File: config.mk
export PLATFORM = sky130hd
export DESIGN_NAME = lcd_host_port
export DESIGN_NICKNAME = d
export VERILOG_FILES = /design/src/hdl/lcd_ram_unused_guard.sv /design/src/hdl/lcd_pkg.sv /design/src/hdl/lcd_host_port.sv /design/src/hdl/lcd_ram.sv
export VERILOG_INCLUDE_DIRS = /design/src /design/src/hdl
export SDC_FILE = /design/constraint.sdc
export NUM_CORES = 2
export LEC_CHECK = 0
export ABC_AREA = 0
export CAP_MARGIN = 15
export CORE_MARGIN = 3
export CORE_UTILIZATION = 57
export DETAILED_ROUTE_END_ITERATION = 16
export DONT_BUFFER_PORTS = 1
export GPL_ROUTABILITY_DRIVEN = 0
export GPL_TIMING_DRIVEN = 0
export PLACE_DENSITY_LB_ADDON = 0.15
export SLEW_MARGIN = 0
export SYNTH_ARGS = -nofsm -noshare
export SYNTH_HDL_FRONTEND = slang
export SYNTH_SLANG_ARGS = --single-unit
File: constraint.sdc
create_clock -name clk_sys -period 6.2 [get_ports clk_sys]
set_clock_uncertainty 0.05 [all_clocks]
set_input_delay 0.31 -clock clk_sys [delete_from_list [all_inputs] [get_ports clk_sys]]
set_output_delay 0.31 -clock clk_sys [all_outputs]
set_load 0.01 [all_outputs]
File: src/hdl/lcd_defs.svh
// Purpose: constants of the character LCD host access block
// Assumes: 100 MHz clk_sys, host pins sampled synchronously
// Notes: instruction and extended code layouts are local choices
// Function
// - both selects high data, sel1 high sel0 low instruction, both low extended
// - instruction register is write only
// - extended register holds contrast, sets annunciator address
// - data register writes copy into targeted RAM
// - address write prefetches that RAM byte
// - each data access steps address; reads prefetch next
// - sel0 high sel1 low does nothing
// - busy flag set ignores new instructions
// - status read puts busy on bit 7
// - status read puts address counter on bits 0-6
// - address set loads counter; steps up or down
// - refresh yields to host; no collateral RAM damage
// - display RAM 80 codes, one line 24 digits
// - two lines of 24 at 00 and 40
// - right shift starts 27/67, left 01/41
// - ROM small 20-7F A0-DF, large E0-FF
// - 64-byte glyph RAM, codes 00-0F select patterns
// - glyph address bits 0-2 pick row; one lights
// - glyph row 7 ORed with cursor
// - upper nibble zero selects glyph RAM, bit3 ignored
// - code bits 0-2 become glyph address 3-5
// - only glyph data bits 0-4 drive dots
`ifndef LCD_DEFS_SVH
`define LCD_DEFS_SVH

// memory geometry
`define LCD_DISP_DEPTH 8'h50
`define LCD_GLYPH_DEPTH 64
`define LCD_ANN_DEPTH 32
`define LCD_DIGITS 5'h18
`define LCD_LINE_LEN 8'h28
`define LCD_LINE2_BASE 7'h40
`define LCD_LINE2_GAP 7'h18
`define LCD_LINE1_LAST 7'h27
`define LCD_LINE2_LAST 7'h67
`define LCD_ONE_LAST 7'h4f
`define LCD_CURSOR_ROW 3'h7

// internal operation time after each accepted write or data read
`define LCD_CLK_NS 10
`define LCD_BUSY_NS 40
`define LCD_BUSY_CYCLES ((`LCD_BUSY_NS + `LCD_CLK_NS - 1) / `LCD_CLK_NS)

// instruction register field positions
`define LCD_INS_DISP_ADDR 7
`define LCD_INS_GLYPH_ADDR 6
`define LCD_INS_FUNC 5
`define LCD_INS_SHIFT 4
`define LCD_INS_CTRL 3
`define LCD_INS_ENTRY 2
`define LCD_INS_TWO_LINE 3
`define LCD_INS_CURSOR 1
`define LCD_INS_INC 1
`define LCD_INS_SHIFT_RIGHT 0
`define LCD_INS_SHIFT_LEFT 1
// extended register field positions
`define LCD_EXT_ANN_ADDR 7

// reset values
`define LCD_RST_CONTRAST 5'h00
`define LCD_RST_INC 1'b1
`define LCD_RST_TWO_LINE 1'b0
`define LCD_RST_CURSOR 1'b0

`endif

File: src/hdl/lcd_ram_unused_guard.sv
// Purpose: none
// Assumes: none
// Notes: none

File: src/hdl/lcd_pkg.sv
// Purpose: types shared by the LCD host access block
// Assumes: constants live in lcd_defs.svh
// Notes: none
package lcd_pkg;

  typedef enum logic [1:0] {TGT_DISP, TGT_GLYPH, TGT_ANN} lcd_target_e;
  typedef enum logic [1:0] {REG_DATA, REG_INSTR, REG_EXT, REG_NONE} lcd_reg_e;
  typedef enum logic [1:0] {KIND_ROM_SMALL, KIND_ROM_LARGE, KIND_GLYPH_RAM, KIND_BLANK} lcd_kind_e;

  // host pins, sampled on clk_sys
  typedef struct packed {
    logic strobe;
    logic rdWrN;
    logic sel1;
    logic sel0;
    logic [7:0] data;
  } lcd_host_s;

  // one refreshed character row toward the drive logic
  typedef struct packed {
    logic valid;
    logic line;
    logic [4:0] digit;
    logic [2:0] row;
    lcd_kind_e kind;
    logic [7:0] code;
    logic [4:0] dots;
  } lcd_scan_s;

endpackage : lcd_pkg

File: src/hdl/lcd_host_port.sv
// Purpose: parallel host port, address counter and RAM refresh of a char LCD
// Assumes: host pins synchronous to clk_sys, strobe lasts several cycles
// Notes: glyph ROM patterns are supplied outside, only the code is passed on
`include "lcd_defs.svh"

module lcd_host_port
  import lcd_pkg::*;
(
  input wire logic clk_sys,
  input wire logic rst_b,
  input wire lcd_host_s hostIn,
  output logic [7:0] hostBusOut,
  output logic hostBusOe,
  output logic [4:0] contrastCode,
  output lcd_scan_s scanOut
);

  typedef enum logic [2:0] {H_IDLE, H_WRITE, H_FETCH, H_LATCH, H_BUSY} lcd_host_state_e;
  typedef enum logic [1:0] {SC_CHAR, SC_CODE, SC_GLYPH, SC_DOT} lcd_scan_state_e;

  lcd_host_state_e hostState, next_hostState;
  lcd_scan_state_e scanState, next_scanState;
  lcd_target_e target, next_target;
  logic [6:0] adc, next_adc;
  logic [7:0] dataReg, next_dataReg;
  logic [2:0] busyCnt, next_busyCnt;
  logic [4:0] next_contrastCode;
  logic incMode, next_incMode;
  logic twoLine, next_twoLine;
  logic cursorOn, next_cursorOn;
  logic [6:0] shift, next_shift;
  logic strobePrev;
  logic [7:0] next_hostBusOut;
  logic next_hostBusOe;
  logic scanLine, next_scanLine;
  logic [4:0] scanDigit, next_scanDigit;
  logic [2:0] scanRow, next_scanRow;
  logic [7:0] scanCode, next_scanCode;
  logic [6:0] scanAddr, next_scanAddr;
  lcd_scan_s next_scanOut;
  logic busy, strobeFall, hostFree;
  lcd_reg_e regSel;
  logic dispEn, dispWe, glyphEn, glyphWe, annEn, annWe;
  logic [6:0] dispAddr;
  logic [5:0] glyphAddr;
  logic [4:0] annAddr;
  logic [7:0] dispRdata, glyphRdata, annRdata;

  // register chosen by the two select pins
  function automatic lcd_reg_e decodeSel(input logic s1, input logic s0);
    if (s1 && s0) return REG_DATA;
    if (s1 && !s0) return REG_INSTR;
    if (!s1 && !s0) return REG_EXT;
    return REG_NONE;
  endfunction : decodeSel

  // display address to memory index; two-line mode packs 40-67 behind 00-27
  function automatic logic [6:0] ddIndex(input logic [6:0] a, input logic two);
    return (two && a[6]) ? a - `LCD_LINE2_GAP : a;
  endfunction : ddIndex

  // next address counter value, wrapping inside the targeted RAM
  function automatic logic [6:0] stepAdc(input logic [6:0] a, input lcd_target_e t,
                                         input logic inc, input logic two);
    logic [6:0] r;
    r = a;
    case (t)
      TGT_GLYPH: r = {1'b0, inc ? a[5:0] + 6'h01 : a[5:0] - 6'h01};
      TGT_ANN: r = {2'b00, inc ? a[4:0] + 5'h01 : a[4:0] - 5'h01};
      default: begin
        if (two) begin
          if (inc) begin
            r = (a == `LCD_LINE1_LAST) ? `LCD_LINE2_BASE
              : (a == `LCD_LINE2_LAST) ? 7'h00 : a + 7'h01;
          end else begin
            r = (a == 7'h00) ? `LCD_LINE2_LAST
              : (a == `LCD_LINE2_BASE) ? `LCD_LINE1_LAST : a - 7'h01;
          end
        end else begin
          if (inc) begin
            r = (a == `LCD_ONE_LAST) ? 7'h00 : a + 7'h01;
          end else begin
            r = (a == 7'h00) ? `LCD_ONE_LAST : a - 7'h01;
          end
        end
      end
    endcase
    return r;
  endfunction : stepAdc

  // display address shown at a digit under the current shift
  function automatic logic [6:0] shownAddr(input logic line, input logic [4:0] digit,
                                           input logic [6:0] sh, input logic two);
    logic [7:0] len;
    logic [7:0] t;
    len = two ? `LCD_LINE_LEN : `LCD_DISP_DEPTH;
    t = {3'h0, digit} + len - {1'b0, sh};
    if (t >= len) begin
      t = t - len;
    end
    return (two && line) ? t[6:0] + `LCD_LINE2_BASE : t[6:0];
  endfunction : shownAddr

  // pattern source of a character code
  function automatic lcd_kind_e codeKind(input logic [7:0] c);
    if (c[7:4] == 4'h0) return KIND_GLYPH_RAM;
    if ((c >= 8'h20 && c <= 8'h7f) || (c >= 8'ha0 && c <= 8'hdf)) return KIND_ROM_SMALL;
    if (c >= 8'he0) return KIND_ROM_LARGE;
    return KIND_BLANK;
  endfunction : codeKind

  // strobe falling edge marks a taken write or the end of a read
  assign strobeFall = strobePrev && !hostIn.strobe;
  assign regSel = decodeSel(hostIn.sel1, hostIn.sel0);
  assign busy = (hostState != H_IDLE);
  assign hostFree = (hostState == H_IDLE);

  // host access sequencer, address counter and mode bits
  always_comb begin
    next_hostState = hostState;
    next_target = target;
    next_adc = adc;
    next_dataReg = dataReg;
    next_busyCnt = busyCnt;
    next_contrastCode = contrastCode;
    next_incMode = incMode;
    next_twoLine = twoLine;
    next_cursorOn = cursorOn;
    next_shift = shift;
    case (hostState)
      H_IDLE: begin
        // anything arriving while busy is dropped
        if (strobeFall && !hostIn.rdWrN) begin
          next_busyCnt = 3'(`LCD_BUSY_CYCLES - 1);
          next_hostState = H_BUSY;
          case (regSel)
            REG_DATA: begin
              next_dataReg = hostIn.data;
              next_hostState = H_WRITE;
            end
            REG_INSTR: begin
              // instruction register content is never read back
              if (hostIn.data[`LCD_INS_DISP_ADDR]) begin
                next_target = TGT_DISP;
                next_adc = hostIn.data[6:0];
                next_hostState = H_FETCH;
              end else if (hostIn.data[`LCD_INS_GLYPH_ADDR]) begin
                next_target = TGT_GLYPH;
                next_adc = {1'b0, hostIn.data[5:0]};
                next_hostState = H_FETCH;
              end else if (hostIn.data[`LCD_INS_FUNC]) begin
                next_twoLine = hostIn.data[`LCD_INS_TWO_LINE];
                next_shift = 7'h00; // a stale shift may exceed the new line length
              end else if (hostIn.data[`LCD_INS_SHIFT]) begin
                if (hostIn.data[`LCD_INS_SHIFT_RIGHT]) begin
                  next_shift = (({1'b0, shift} + 8'h01) >= (twoLine ? `LCD_LINE_LEN
                    : `LCD_DISP_DEPTH)) ? 7'h00 : shift + 7'h01;
                end else if (hostIn.data[`LCD_INS_SHIFT_LEFT]) begin
                  next_shift = (shift == 7'h00) ? 7'((twoLine ? `LCD_LINE_LEN
                    : `LCD_DISP_DEPTH) - 8'h01) : shift - 7'h01;
                end else begin
                  next_shift = 7'h00;
                end
              end else if (hostIn.data[`LCD_INS_CTRL]) begin
                next_cursorOn = hostIn.data[`LCD_INS_CURSOR];
              end else if (hostIn.data[`LCD_INS_ENTRY]) begin
                next_incMode = hostIn.data[`LCD_INS_INC];
              end
            end
            REG_EXT: begin
              if (hostIn.data[`LCD_EXT_ANN_ADDR]) begin
                next_target = TGT_ANN;
                next_adc = {2'b00, hostIn.data[4:0]};
                next_hostState = H_FETCH;
              end else begin
                next_contrastCode = hostIn.data[4:0];
              end
            end
            default: next_hostState = H_IDLE;
          endcase
        end else if (strobeFall && regSel == REG_DATA) begin
          // read done: step and preload the following byte
          next_adc = stepAdc(adc, target, incMode, twoLine);
          next_hostState = H_FETCH;
          next_busyCnt = 3'(`LCD_BUSY_CYCLES - 1);
        end
      end
      H_WRITE: begin
        next_adc = stepAdc(adc, target, incMode, twoLine);
        next_hostState = H_BUSY;
      end
      H_FETCH: next_hostState = H_LATCH;
      H_LATCH: begin
        case (target)
          TGT_GLYPH: next_dataReg = glyphRdata;
          TGT_ANN: next_dataReg = annRdata;
          default: next_dataReg = dispRdata;
        endcase
        next_hostState = H_BUSY;
      end
      H_BUSY: begin
        if (busyCnt == 3'h0) begin
          next_hostState = H_IDLE;
        end else begin
          next_busyCnt = busyCnt - 3'h1;
        end
      end
      default: next_hostState = H_IDLE;
    endcase
  end

  always_ff @(posedge clk_sys or negedge rst_b) begin
    if (!rst_b) begin
      hostState <= H_IDLE;
      target <= TGT_DISP;
      adc <= 7'h00;
      dataReg <= 8'h00;
      busyCnt <= 3'h0;
      contrastCode <= `LCD_RST_CONTRAST;
      incMode <= `LCD_RST_INC;
      twoLine <= `LCD_RST_TWO_LINE;
      cursorOn <= `LCD_RST_CURSOR;
      shift <= 7'h00;
      strobePrev <= 1'b0;
    end else begin
      hostState <= next_hostState;
      target <= next_target;
      adc <= next_adc;
      dataReg <= next_dataReg;
      busyCnt <= next_busyCnt;
      contrastCode <= next_contrastCode;
      incMode <= next_incMode;
      twoLine <= next_twoLine;
      cursorOn <= next_cursorOn;
      shift <= next_shift;
      strobePrev <= hostIn.strobe;
    end
  end

  // read data registered: driven from one cycle after strobe rises to one cycle after it falls
  always_comb begin
    next_hostBusOut = 8'h00;
    next_hostBusOe = hostIn.strobe && hostIn.rdWrN && (regSel != REG_NONE);
    // released bus reads as zero so stale status never leaks out
    if (next_hostBusOe) begin
      case (regSel)
        REG_DATA: next_hostBusOut = dataReg;
        REG_INSTR: next_hostBusOut = {busy, adc};
        REG_EXT: next_hostBusOut = {3'h0, contrastCode};
        default: next_hostBusOut = 8'h00;
      endcase
    end
  end

  always_ff @(posedge clk_sys or negedge rst_b) begin
    if (!rst_b) begin
      hostBusOut <= 8'h00;
      hostBusOe <= 1'b0;
    end else begin
      hostBusOut <= next_hostBusOut;
      hostBusOe <= next_hostBusOe;
    end
  end

  // memory ports: host owns them when active, refresh only while host idles
  always_comb begin
    dispEn = 1'b0;
    dispWe = 1'b0;
    dispAddr = ddIndex(shownAddr(scanLine, scanDigit, shift, twoLine), twoLine);
    glyphEn = 1'b0;
    glyphWe = 1'b0;
    glyphAddr = {scanCode[2:0], scanRow};
    annEn = 1'b0;
    annWe = 1'b0;
    annAddr = adc[4:0];
    if (hostState == H_WRITE || hostState == H_FETCH) begin
      case (target)
        TGT_GLYPH: begin
          glyphEn = 1'b1;
          glyphWe = (hostState == H_WRITE);
          glyphAddr = adc[5:0];
        end
        TGT_ANN: begin
          annEn = 1'b1;
          annWe = (hostState == H_WRITE);
        end
        default: begin
          dispEn = 1'b1;
          dispWe = (hostState == H_WRITE);
          dispAddr = ddIndex(adc, twoLine);
        end
      endcase
    end else begin
      dispEn = hostFree && (scanState == SC_CHAR);
      glyphEn = hostFree && (scanState == SC_GLYPH);
    end
  end

  lcd_ram #(.AW(7), .DEPTH(80)) dispRam (
    .clk_sys(clk_sys),
    .rst_b(rst_b),
    .en(dispEn),
    .we(dispWe),
    .addr(dispAddr),
    .wdata(dataReg),
    .rdata(dispRdata)
  );

  lcd_ram #(.AW(6), .DEPTH(`LCD_GLYPH_DEPTH)) glyphRam (
    .clk_sys(clk_sys),
    .rst_b(rst_b),
    .en(glyphEn),
    .we(glyphWe),
    .addr(glyphAddr),
    .wdata(dataReg),
    .rdata(glyphRdata)
  );

  lcd_ram #(.AW(5), .DEPTH(`LCD_ANN_DEPTH)) annRam (
    .clk_sys(clk_sys),
    .rst_b(rst_b),
    .en(annEn),
    .we(annWe),
    .addr(annAddr),
    .wdata(dataReg),
    .rdata(annRdata)
  );

  // refresh walker: digits inner, rows outer, lines last
  always_comb begin
    next_scanState = scanState;
    next_scanLine = scanLine;
    next_scanDigit = scanDigit;
    next_scanRow = scanRow;
    next_scanCode = scanCode;
    next_scanAddr = scanAddr;
    next_scanOut = '0;
    next_scanOut.line = scanLine;
    next_scanOut.digit = scanDigit;
    next_scanOut.row = scanRow;
    next_scanOut.code = dispRdata;
    next_scanOut.kind = codeKind(dispRdata);
    // cursor row follows the counter even off display RAM
    next_scanOut.dots = (scanRow == `LCD_CURSOR_ROW && cursorOn && scanAddr == adc)
      ? 5'h1f : 5'h00;
    case (scanState)
      SC_CHAR: begin
        if (hostFree) begin
          next_scanAddr = shownAddr(scanLine, scanDigit, shift, twoLine);
          next_scanState = SC_CODE;
        end
      end
      SC_CODE: begin
        next_scanCode = dispRdata;
        if (codeKind(dispRdata) == KIND_GLYPH_RAM) begin
          next_scanState = SC_GLYPH;
        end else begin
          next_scanOut.valid = 1'b1;
          next_scanState = SC_CHAR;
        end
      end
      SC_GLYPH: begin
        if (hostFree) begin
          next_scanState = SC_DOT;
        end
      end
      SC_DOT: begin
        next_scanOut.code = scanCode;
        next_scanOut.kind = KIND_GLYPH_RAM;
        next_scanOut.dots = next_scanOut.dots | glyphRdata[4:0];
        next_scanOut.valid = 1'b1;
        next_scanState = SC_CHAR;
      end
      default: next_scanState = SC_CHAR;
    endcase
    if (next_scanOut.valid) begin
      if (scanDigit == `LCD_DIGITS - 5'h01) begin
        next_scanDigit = 5'h00;
        next_scanRow = scanRow + 3'h1;
        if (scanRow == `LCD_CURSOR_ROW) begin
          next_scanLine = twoLine && !scanLine;
        end
      end else begin
        next_scanDigit = scanDigit + 5'h01;
      end
    end
  end

  always_ff @(posedge clk_sys or negedge rst_b) begin
    if (!rst_b) begin
      scanState <= SC_CHAR;
      scanLine <= 1'b0;
      scanDigit <= 5'h00;
      scanRow <= 3'h0;
      scanCode <= 8'h00;
      scanAddr <= 7'h00;
      scanOut <= '0;
    end else begin
      scanState <= next_scanState;
      scanLine <= next_scanLine;
      scanDigit <= next_scanDigit;
      scanRow <= next_scanRow;
      scanCode <= next_scanCode;
      scanAddr <= next_scanAddr;
      scanOut <= next_scanOut;
    end
  end

endmodule : lcd_host_port

File: src/hdl/lcd_ram.sv
// Purpose: single port byte memory with registered read data
// Assumes: one access per cycle, enable gates both read and write
// Notes: read data holds until the next enabled read
module lcd_ram #(
  parameter int AW = 7,
  parameter int DEPTH = 80
) (
  input wire logic clk_sys,
  input wire logic rst_b,
  input wire logic en,
  input wire logic we,
  input wire logic [AW-1:0] addr,
  input wire logic [7:0] wdata,
  output logic [7:0] rdata
);

  logic [7:0] mem [DEPTH];
  logic [7:0] next_rdata;

  // read data only moves on an enabled read, so a late reader still sees it
  always_comb begin
    next_rdata = rdata;
    if (en && !we && (int'(addr) < DEPTH)) begin
      next_rdata = mem[addr];
    end
  end

  always_ff @(posedge clk_sys or negedge rst_b) begin
    if (!rst_b) begin
      rdata <= 8'h00;
    end else begin
      rdata <= next_rdata;
    end
  end

  // array itself has no reset, contents are undefined at power-on
  always_ff @(posedge clk_sys) begin
    if (en && we && (int'(addr) < DEPTH)) begin
      mem[addr] <= wdata;
    end
  end

endmodule : lcd_ram

==> impl_metrics.env <==
export IMPL_holdCritPathClass="primary input to flop"
export IMPL_grt_pass1_vias=36100
export IMPL_dp_cells=5070
export IMPL_path_class="flop to flop"
export IMPL_drtAntennaViolNets=0
export IMPL_vias=38000
export IMPL_ys_warn_count=0
export IMPL_finalCritPeriodShare_pct=97.2
export IMPL_num_rows=118
export IMPL_cp_max_fo=10
export IMPL_io_pin_count=53
export IMPL_fillers=6811
export IMPL_ys_flop_type="edfxtp_1"
export IMPL_synthTopCellsByArea="edfxtp_1 (70%), dfrtp_1 (5.0%), a22oi_1 (3.1%)"
export IMPL_core_area_um2=104000
export IMPL_endpoint="dispRam.rdata[5]"
export IMPL_slowest_stage="o21ai_1"
export IMPL_post_drt_wl_per_cell_um=33.2
export IMPL_cap_viol_max_count=0
export IMPL_powerDensity_nw_per_um2=604
export IMPL_clock_path_buffers=3
export IMPL_fp_dieW_um=332
export IMPL_routed_wirelength_um=181000
export IMPL_viasPerCell=6.96
export IMPL_synth_top_area_share_pct=69.9
export IMPL_cp_top_family="compound AO/OA/AOI/OAI gates"
export IMPL_synth_seq_cells=1531
export IMPL_r2r_cells=20
export IMPL_grt_use_met2_pct=47.8
export IMPL_cp_slowest_stage_delay_ns=0.63
export IMPL_grt_util_met1_pct=46.5
export IMPL_finalNonFillerCells=5451
export IMPL_grt_use_met3_pct=9.28
export IMPL_r2r_slack_ns=0.17
export IMPL_finalMaxSlewViolations=0
export IMPL_fin_crit_ns=6.03
export IMPL_cp_startpoint="shift[3]"
export IMPL_end_kind="flop"
export IMPL_drcViolationCount=0
export IMPL_synthesis_area_um2=60500
export IMPL_synth_edf_count=1408
export IMPL_reg2reg_from="shift[3]"
export IMPL_h_tree_depth=4
export IMPL_max_slew_margin_pct=11.4
export IMPL_grt_antenna_before_repair=3
export IMPL_async_reset_ff_share_pct=8.03
export IMPL_clkTransAtPathRegs_ns=0.06
export IMPL_finalHoldViolCount=0
export IMPL_die_area_um2=110000
export IMPL_ys_seq_area_share_pct=75.0
export IMPL_grt_total_usage_pct=32.5
export IMPL_clk_latency_ns=0.77
export IMPL_cts_tree="yes"
export IMPL_path_depth=20
export IMPL_cp_start_kind="flop"
export IMPL_dpl_hpwl_um=114000
export IMPL_synth_area_per_cell_um2=16.5
export IMPL_synthesis_nets=3721
export IMPL_r2r_end="dispRam.rdata[5]"
export IMPL_drive_gt1_share_pct=17.0
export IMPL_synthCells=3660
export IMPL_clock_tree_root_cell="clkbuf_16"
export IMPL_area_growth_pct=15.3
export IMPL_grt_ovfl_total=0
export IMPL_cts_sinks=1531
export IMPL_ir_drop_v=0.00116
export IMPL_finalSetupViolCount=0
export IMPL_placement_io_buffers=0
export IMPL_nNetsFinal=4010
export IMPL_power_mw=42.2
export IMPL_grt_max_degree=124
export IMPL_drt_iter0_drc=6552
export IMPL_path_buf_inv=4
export IMPL_ys_types=92
export IMPL_start_util_pct=58.0
export IMPL_first_pass_iters=8
export IMPL_leakage_nw=22.5
export IMPL_fmax_ghz=0.166
export IMPL_grt_pass1_wl_um=258000
export IMPL_die_height_um=332
export IMPL_grt_busiest_layer="met2"
export IMPL_path_cells="clkbuf_1 -> inv_1 -> fa_1 -> ha_1 -> a21o_1 -> a21oi_1 -> xnor2_1 -> ha_1 -> o21a_1 -> o31ai_2 -> and2_4 -> a32oi_2 -> or2_2 -> mux2_2 -> nand2_1 -> buf_2 -> buf_2 -> a211oi_1 -> o21ai_1 -> a41oi_2"
export IMPL_status="complete, no violations"
export IMPL_yosys_area_top_type="edfxtp_1"
export IMPL_critPathArrivalTime_ns=6.58
export IMPL_cts_buffers=153
export IMPL_worst_slew_pin_slew_ns=1.29
export IMPL_cp_required_ns=6.75
## kinds of logic after synthesis
logic type      share of synthesized area (%)
flops                                    75.0
compound gates                           11.9
simple gates                             5.68
buf+inv                                  1.99
mux                                      3.75
fa+ha+maj                                1.03
xor+xnor                                0.631
## placed cells by master (no fill, tap or decap), drive strengths merged, types with 69 or more instances in the layout
cell | Yosys | routed
a221o | 69 | 69
a21oi | 71 | 71
clkbuf | 111 | 306
nor2 | 248 | 248
buf | 116 | 233
a22o | 161 | 161
a221oi | 77 | 77
a22oi | 249 | 249
nand2 | 227 | 227
dfrtp | 122 | 122
mux4 | 77 | 77
edfxtp | 1408 | 1408
## flip-flops by register name (all words and copies together), names as in the netlist, 3 cells and up, named ones only
| signal | flops |
|---|---|
| contrastCode | 5 |
| glyphRam.rdata | 8 |
| glyphRam.mem | 512 |
| scanAddr | 7 |
| hostBusOut | 8 |
| annRam.rdata | 8 |
| scanDigit | 5 |
| dataReg | 8 |
| scanRow | 3 |
| hostState | 3 |
| shift | 7 |
| adc | 7 |
| annRam.mem | 256 |
| dispRam.mem | 640 |
| busyCnt | 3 |
| scanOut | 25 |
| dispRam.rdata | 8 |
| scanCode | 8 |
## stage by stage
stage	setup TNS, ns	utilization (%)	setup WS [ns]	hold WS [ns]	instance area, um2
floorplan	0	-	0.435	-0.0356	60500
global placement	-660.54	59.6	-1.20	-0.0297	62200
detailed placement	-719.37	60.2	-1.40	-0.0296	62800
CTS	0	66.6	0.00970	0.0769	69500
global route	-0.0849	66.8	-0.0143	0.148	69800
finish	0	66.8	0.173	0.120	69800
## worst min-delay path by stage
stage | cells past startpoint | end | slack [ns] | start
2_1_floorplan | 0 | asynchronous set/reset pin | -0.04 | rst_b
3_3_place_gp | 0 | scanOut[2] | -0.03 | rst_b
3_5_place_dp | 0 | scanOut[2] | -0.03 | rst_b
4_1_cts | 4 | hostState[2] | 0.08 | hostIn[8]
5_1_grt | 1 | strobePrev | 0.15 | hostIn[11]
6_report | 4 | hostState[2] | 0.12 | hostIn[8]
## tightest hold or removal path: stages
cell and delay (ns):
nor2_1 0.08, and3_1 0.19, nor3_1 0.18, o21ai_0 0.12
## Yosys cell counts (15+ instances only)
cell      count
a221oi_1     74
a31oi_1      49
mux2_2       22
dfrtp_1     122
inv_1        35
a22oi_1     246
a221o_1      69
nor3_1       64
ha_1         42
a222oi_1     15
o21ai_0      62
mux2i_1      24
edfxtp_1   1408
buf_2        72
a211oi_1     26
and2_1       16
o211ai_1     21
mux4_2       77
a22o_1      161
nand3_1      55
buf_1        20
nor2_1      243
nand4_1      32
a21oi_1      71
buf_4        17
nand2_1     227
clkbuf_1    111
a41oi_1      29
xnor2_1      29
a21o_1       26
## cell type report
type | count | area (um2) | share of cell area [%]
Timing Repair Buffer | 137 | 1920 | 2.75
Clock buffer | 198 | 4120 | 5.91
Antenna cell | 3 | 7.51 | 0.0108
Inverter | 38 | 146 | 0.210
Tap cell | 1380 | 1730 | 2.47
Sequential cell | 1531 | 45400 | 65.1
Multi-Input combinational cell | 1864 | 14800 | 21.2
Buffer | 224 | 1060 | 1.52
Clock inverter | 76 | 601 | 0.861
## per-layer routing
| metal | up-vias | wire length (um) |
|---|---|---|
| li1 | 15500 | - |
| met1 | 19100 | 68100 |
| met2 | 2884 | 80400 |
| met3 | 487 | 24900 |
| met4 | 2 | 7630 |
| met5 | - | 13 |
## where the power goes
group	switching, mW	internal, mW	total (mW)	leakage (nW)
sequential	0.772	12.9	13.7	14.0
combinational	13.5	6.14	19.6	6.21
clock	3.83	5.02	8.85	2.30
## what timing repair did
action	CTS	global route
gates resized for setup	193	19
hold buffers	20	0
endpoints found under the hold margin	168	0
pin swaps	46	17
buffers inserted	69	16
setup endpoints to repair	648	648
No activity file was read; power rests on OpenSTA's default activity.
